### src/unused_placeholder_removed.sv
// Intentionally empty design note file
`timescale 1ns/1ps

### src/adc_ctrl_pkg.sv
// Constants, states and carriers for the converter control block
package adc_ctrl_pkg;

   // ==========================================
   // Clock and timing
   localparam int CLK_NS     = 50;
   localparam int START_NS   = 40;
   localparam int START_RAW  = (START_NS + CLK_NS - 1) / CLK_NS;
   localparam int START_CYC  = (START_RAW < 1) ? 1 : START_RAW;
   localparam int CONV_NS    = 2200;
   localparam int CONV_RAW   = CONV_NS / CLK_NS;
   localparam int CONV_CYC   = (CONV_RAW < 1) ? 1 : CONV_RAW;

   // ==========================================
   // Widths and reset values
   localparam int RES_W      = 16;
   localparam int HALF_W     = 8;
   localparam int CNT_W      = 12;
   localparam int LOW_W      = 4;
   localparam logic [RES_W-1:0] RESULT_RST = 16'h0000;
   localparam logic [CNT_W-1:0] CNT_RST    = 12'h000;
   localparam logic [LOW_W-1:0] LOW_RST    = 4'h0;

   // ==========================================
   // Conversion states
   typedef enum logic [2:0] {
      ST_TRACK = 3'b001,
      ST_CONV  = 3'b010,
      ST_LOAD  = 3'b100
   } conv_state_e;

   // ==========================================
   // Carriers
   typedef struct packed {
      logic cs_n;
      logic rc;
      logic byte_sel;
   } ctrl_pins_s;

   typedef struct packed {
      conv_state_e      st;
      logic [LOW_W-1:0] low_cnt;
      logic             armed;
      logic [CNT_W-1:0] cnt;
      logic [RES_W-1:0] sample;
      logic [RES_W-1:0] result;
      logic [RES_W-1:0] bus_data;
   } conv_regs_s;

endpackage

### src/adc_ctrl.sv
// Control and parallel readout logic of a sampling SAR converter
`timescale 1ns/1ps

// Operation
// - Bus driven only when select low, read high
// - Both selects low 40 ns starts conversion
// - Busy low from start until result loaded
// - Two's-complement results, MSB on top line
// - Tracking resumes when conversion ends
// - Convert command during busy aborts conversion
// - Selects ORed, level triggered, any order
// - Select tied low: read high enables bus
// - Conversion start leaves bus high impedance
// - Select fall while idle shows latest result
// - During conversion previous result is shown
// - Result read as word or two halves
// - Half select swaps halves onto byte lanes
module adc_ctrl
   import adc_ctrl_pkg::*;
#(
   parameter int CONV_CYCLES = CONV_CYC,
   parameter int START_CYCLES = START_CYC
) (
   input  wire logic             clk,
   input  wire logic             rst,
   input  wire logic             ce,
   input  wire logic             cs_n,
   input  wire logic             rc,
   input  wire logic             byte_sel,
   input  wire logic [RES_W-1:0] sample_in,
   output logic                  busy_n,
   output logic                  hold,
   output logic [RES_W-1:0]      result_bus_o,
   output logic                  result_bus_oe
);

   // ==========================================
   // Pin grouping
   ctrl_pins_s pins;
   conv_regs_s q;
   conv_regs_s d;

   logic req_low;
   logic fire;

   localparam logic [CNT_W-1:0] CONV_LAST  = CNT_W'(CONV_CYCLES - 1);
   localparam logic [LOW_W-1:0] START_LAST = LOW_W'(START_CYCLES - 1);

   assign pins.cs_n     = cs_n;
   assign pins.rc       = rc;
   assign pins.byte_sel = byte_sel;

   // ==========================================
   // Bus enable and status outputs
   // Enable is a pure function of the two selects; no state involved
   assign result_bus_oe = ~pins.cs_n & pins.rc;
   assign result_bus_o  = q.bus_data;
   assign busy_n        = (q.st == ST_TRACK);
   assign hold          = (q.st != ST_TRACK);

   // ==========================================
   // Convert command qualification
   // Combined low level of both selects is the command, so the
   // order in which they fall does not matter
   assign req_low = ~(pins.cs_n | pins.rc);

   // ==========================================
   // Next state
   always_comb begin
      d    = q;
      fire = 1'b0;

      // One command per low period; must release before the next
      if (!req_low) begin
         d.low_cnt = LOW_RST;
         d.armed   = 1'b0;
      end else if (!q.armed) begin
         if (q.low_cnt >= START_LAST) begin
            fire    = 1'b1;
            d.armed = 1'b1;
         end else begin
            d.low_cnt = q.low_cnt + LOW_W'(1);
         end
      end

      case (q.st)
         ST_TRACK: begin
            if (fire) begin
               d.st     = ST_CONV;
               d.cnt    = CNT_RST;
               d.sample = sample_in;
            end
         end
         ST_CONV: begin
            if (fire) begin
               // Abort throws the sample away; result stays as it was
               d.st  = ST_TRACK;
               d.cnt = CNT_RST;
            end else if (q.cnt >= CONV_LAST) begin
               d.st = ST_LOAD;
            end else begin
               d.cnt = q.cnt + CNT_W'(1);
            end
         end
         ST_LOAD: begin
            d.st  = ST_TRACK;
            d.cnt = CNT_RST;
            if (!fire) begin
               // Result and busy change on the same edge
               d.result = q.sample;
            end
         end
         default: begin
            d.st  = ST_TRACK;
            d.cnt = CNT_RST;
         end
      endcase

      // Output word follows the updated result, so the bus already
      // carries the new value at the busy rise; earlier result held
      // throughout a conversion
      if (pins.byte_sel) begin
         d.bus_data = {d.result[HALF_W-1:0], d.result[RES_W-1:HALF_W]};
      end else begin
         d.bus_data = d.result;
      end
   end

   // ==========================================
   // State register
   always_ff @(posedge clk) begin
      if (rst) begin
         q.st       <= ST_TRACK;
         q.low_cnt  <= LOW_RST;
         q.armed    <= 1'b1;
         q.cnt      <= CNT_RST;
         q.sample   <= RESULT_RST;
         q.result   <= RESULT_RST;
         q.bus_data <= RESULT_RST;
      end else if (ce) begin
         q <= d;
      end
   end

endmodule // adc_ctrl

### config.mk
export PLATFORM = sky130hd
export DESIGN_NAME = adc_ctrl
export DESIGN_NICKNAME = d
export VERILOG_FILES = /design/src/unused_placeholder_removed.sv /design/src/adc_ctrl_pkg.sv /design/src/adc_ctrl.sv
export SDC_FILE = /design/constraint.sdc
export NUM_CORES = 1
export LEC_CHECK = 0
export BUFFER_PORTS_ARGS = -buffer_cell sky130_fd_sc_hd__clkbuf_2
export CORE_ASPECT_RATIO = 1.2
export CORE_MARGIN = 5
export CORE_UTILIZATION = 51
export CTS_CLUSTER_SIZE = 20
export DETAILED_ROUTE_END_ITERATION = 10
export PLACE_DENSITY = 0.71
export SKIP_LAST_GASP = 1
export SYNTH_ARGS = -nofsm -noshare
export SYNTH_HDL_FRONTEND = slang
export SYNTH_SLANG_ARGS = --single-unit
export TNS_END_PERCENT = 5
### constraint.sdc
create_clock -name clk -period 2 [get_ports clk]
set_clock_uncertainty 0.2 [all_clocks]
set_input_delay 0.1 -clock clk [delete_from_list [all_inputs] [get_ports clk]]
set_output_delay 0.1 -clock clk [all_outputs]
set_load 0.03 [all_outputs]
==> metrics.txt <==
status completed; worst vdd ir 469 uV; number of diodes 0; CP peak stage delay 530 ps; first-pass GRT wire length approximately 10000 um; Setup TNS 0 ps; Die ar. 7250 um2; Syn-to-layout area delta 20.5%; share of layout cells above drive strength 1 between 20% and 30%; most frequent cell after synthesis dfxtp_1; Tightest Pin Transition around 370 ps; slowest CP cell dlygate4sd3_1; Initial Util 51.8%; clock period minus final worst setup slack between 1500 and 2000 ps; mapped cell area approximately 2900 um2; GP Congestion 0.793; clk buf depth 2; Core Region 5560 um2; ys flop type dfxtp_1; routed length per instance 14.0 um; GRT overflow 0; Clock Sinks 64; maximum clock rate 520 MHz; CP endpoint kind flip-flop; share of the synthesized area in the top cell type 44.5%; Post-Syn Instances 291; Pleak 1.51 nW; # DRC 0; CP Buf/Inv Count 2; CP Max Fanout 6; pwr dens slightly above 700 nW/um2; Crit path arrival time ~2000 ps; Yosys cell types 37; antenna violations before repair 0; Worst-Skew Late Latency around 340 ps; crit path kind in2reg; Die H 92.3 um; HP Class in2reg; DP Cell Count 374; DP HPWL 4040 um; 1st-pass router iterations 4; Async S/R FF share, synth 0%; fin crit share 96.1%; post-layout instance count excluding filler cells 409; Ports between 40 and 50; final WL 5750 um; vias in the first global route approximately 2200; Die X around 79 um; gr usage total 17.7%; fin. max-slew vios 0; Setup violations, final 0; top post-synthesis cells by area dfxtp_1, mux4_2, mux2i_1, nand2_1, buf_4; crit start category primary input; post-DR vias/cell between 5 and 6; RSZ-0062 raised after global routing false; pre-CTS WS approximately 29 ps; FF+latch count, synth 64; clk slew on worst S/H paths 70 ps; EDFF count, synth 0; cell taking the most area after synthesis dfxtp_1; initial drt markers 92; CTS tree yes; port bufs 40; Min Hold Slack roughly 20 ps; Hold Vio Cnt, Final 0; Cell Chain, Critical Path dlygate4sd3_1 > clkbuf_2 > nor3_2 > or4b_4 > a21o_1 > or4_1 > nand2_1; Routed Antenna Nets 0; Slew HR 74.9%; fin worst setup slack slightly below 80 ps; sequential share of the synthesized area ~45%; Fillers 469; Total Nets Final between 300 and 400; largest net degree at the start of global routing 31; CP delay by family, top simple AND/OR/NAND/NOR gates; Yosys warning count 0; max_cap viols 0; Post-Syn Nets about 310; post-CTS setup buffer count 0; Via Count between 2000 and 2500; Clk Tree Root Cell clkbuf_8; Worst EP required 2090 ps; H-Tree Depth 3; total CTS buffers 9; top cells by count, synth dfxtp_1, nand2_1, nor2_1; std cell rows 30; Post-Syn Area per Cell between 9 and 10 um2
stage by stage:
stage / util (%) / power, mW / cell area [um2]
2_1_floorplan: - / 1.40 / 2890
3_3_place_gp: 55.3 / 1.45 / 3070
3_5_place_dp: 55.3 / 1.45 / 3070
4_1_cts: 62.2 / 2.55 / 3460
5_1_grt: 62.4 / 2.62 / 3470
6_report: 62.4 / 2.52 / 3470
final cells by class:
type	count	area [um2]	share of cell area, %
multi-input cells	191	1410	40.7
flip-flops and latches	64	1280	37.0
repair buffers	71	493	14.2
clock buffers	10	128	3.68
well taps	64	80.1	2.31
clock inverters	6	60.1	1.73
inverters	3	11.3	0.325
cell families (layout without fill, tap and decap cells):
group,count (synthesis),after routing,share of synthesized area (%)
AND/OR/NAND/NOR,103,103,17.0
flip-flops,64,64,44.5
adder cells (fa/ha/maj),1,1,0.435
AO/OA/AOI/OAI,44,44,8.87
multiplexers,43,43,21.9
buffers and inverters,36,90,7.22
worst register-to-register path: stages, from the launching register on:
cell and delay (ps):
dfxtp_2 370, or3b_1 370, o21a_2 270, a21o_1 180, or4_1 400, nand2_1 70
layout by cell type, fill, tap and decap left out, types with 2 or more instances in the layout:
cell / n
mux4_2: 16
nand2_1: 37
dfxtp_1: 63
buf_4: 11
nor3_1: 3
or3_1: 2
clkinvlp_4: 2
and2_1: 5
nor2_1: 32
nand4_1: 2
nor3b_1: 6
nand3_1: 4
a21o_1: 6
clkinv_2: 3
clkbuf_2: 40
nor2b_1: 3
inv_1: 2
o21ai_0: 9
mux2i_1: 27
a21oi_1: 23
clkbuf_8: 9
dlygate4sd3_1: 19
state kept, by name, indices dropped and copies added (netlist names):
register	flops
q	48
result_bus_o	16
power breakdown:
group          internal (mW)  switching, mW  leakage (nW)
Combinational         0.0807         0.0837         0.901
Clock                  0.569          0.498        0.0920
Sequential              1.28        0.00724         0.515
Total                   1.93          0.589          1.51
repair_timing:
item | 4_1_cts | 5_1_grt
endpoints found under the hold margin | 22 | 0
setup endpoints to repair | 1 | 7
hold buffers | 19 | 0
resized for setup | 1 | 3
per-layer routing:
layer	track usage, %	part of all wire (%)	wire [um]	up-vias
li1	-	-	-	1104
met1	21.1	44	2500	1023
met2	30.1	51	2940	29
met3	3.24	2.9	164	12
met4	9.18	2.4	138	0
met5	0	0	0	-
worst paths after layout:
check,start,cells past startpoint,slack [ps],end
setup / recovery,cs_n,7,80,q[51]
hold / removal,ce,4,20,q[49]
setup reg to reg,q[65],5,90,q[51]
hold reg to reg,q[54],1,260,q[54]
No activity file was read; power rests on OpenSTA's default activity.
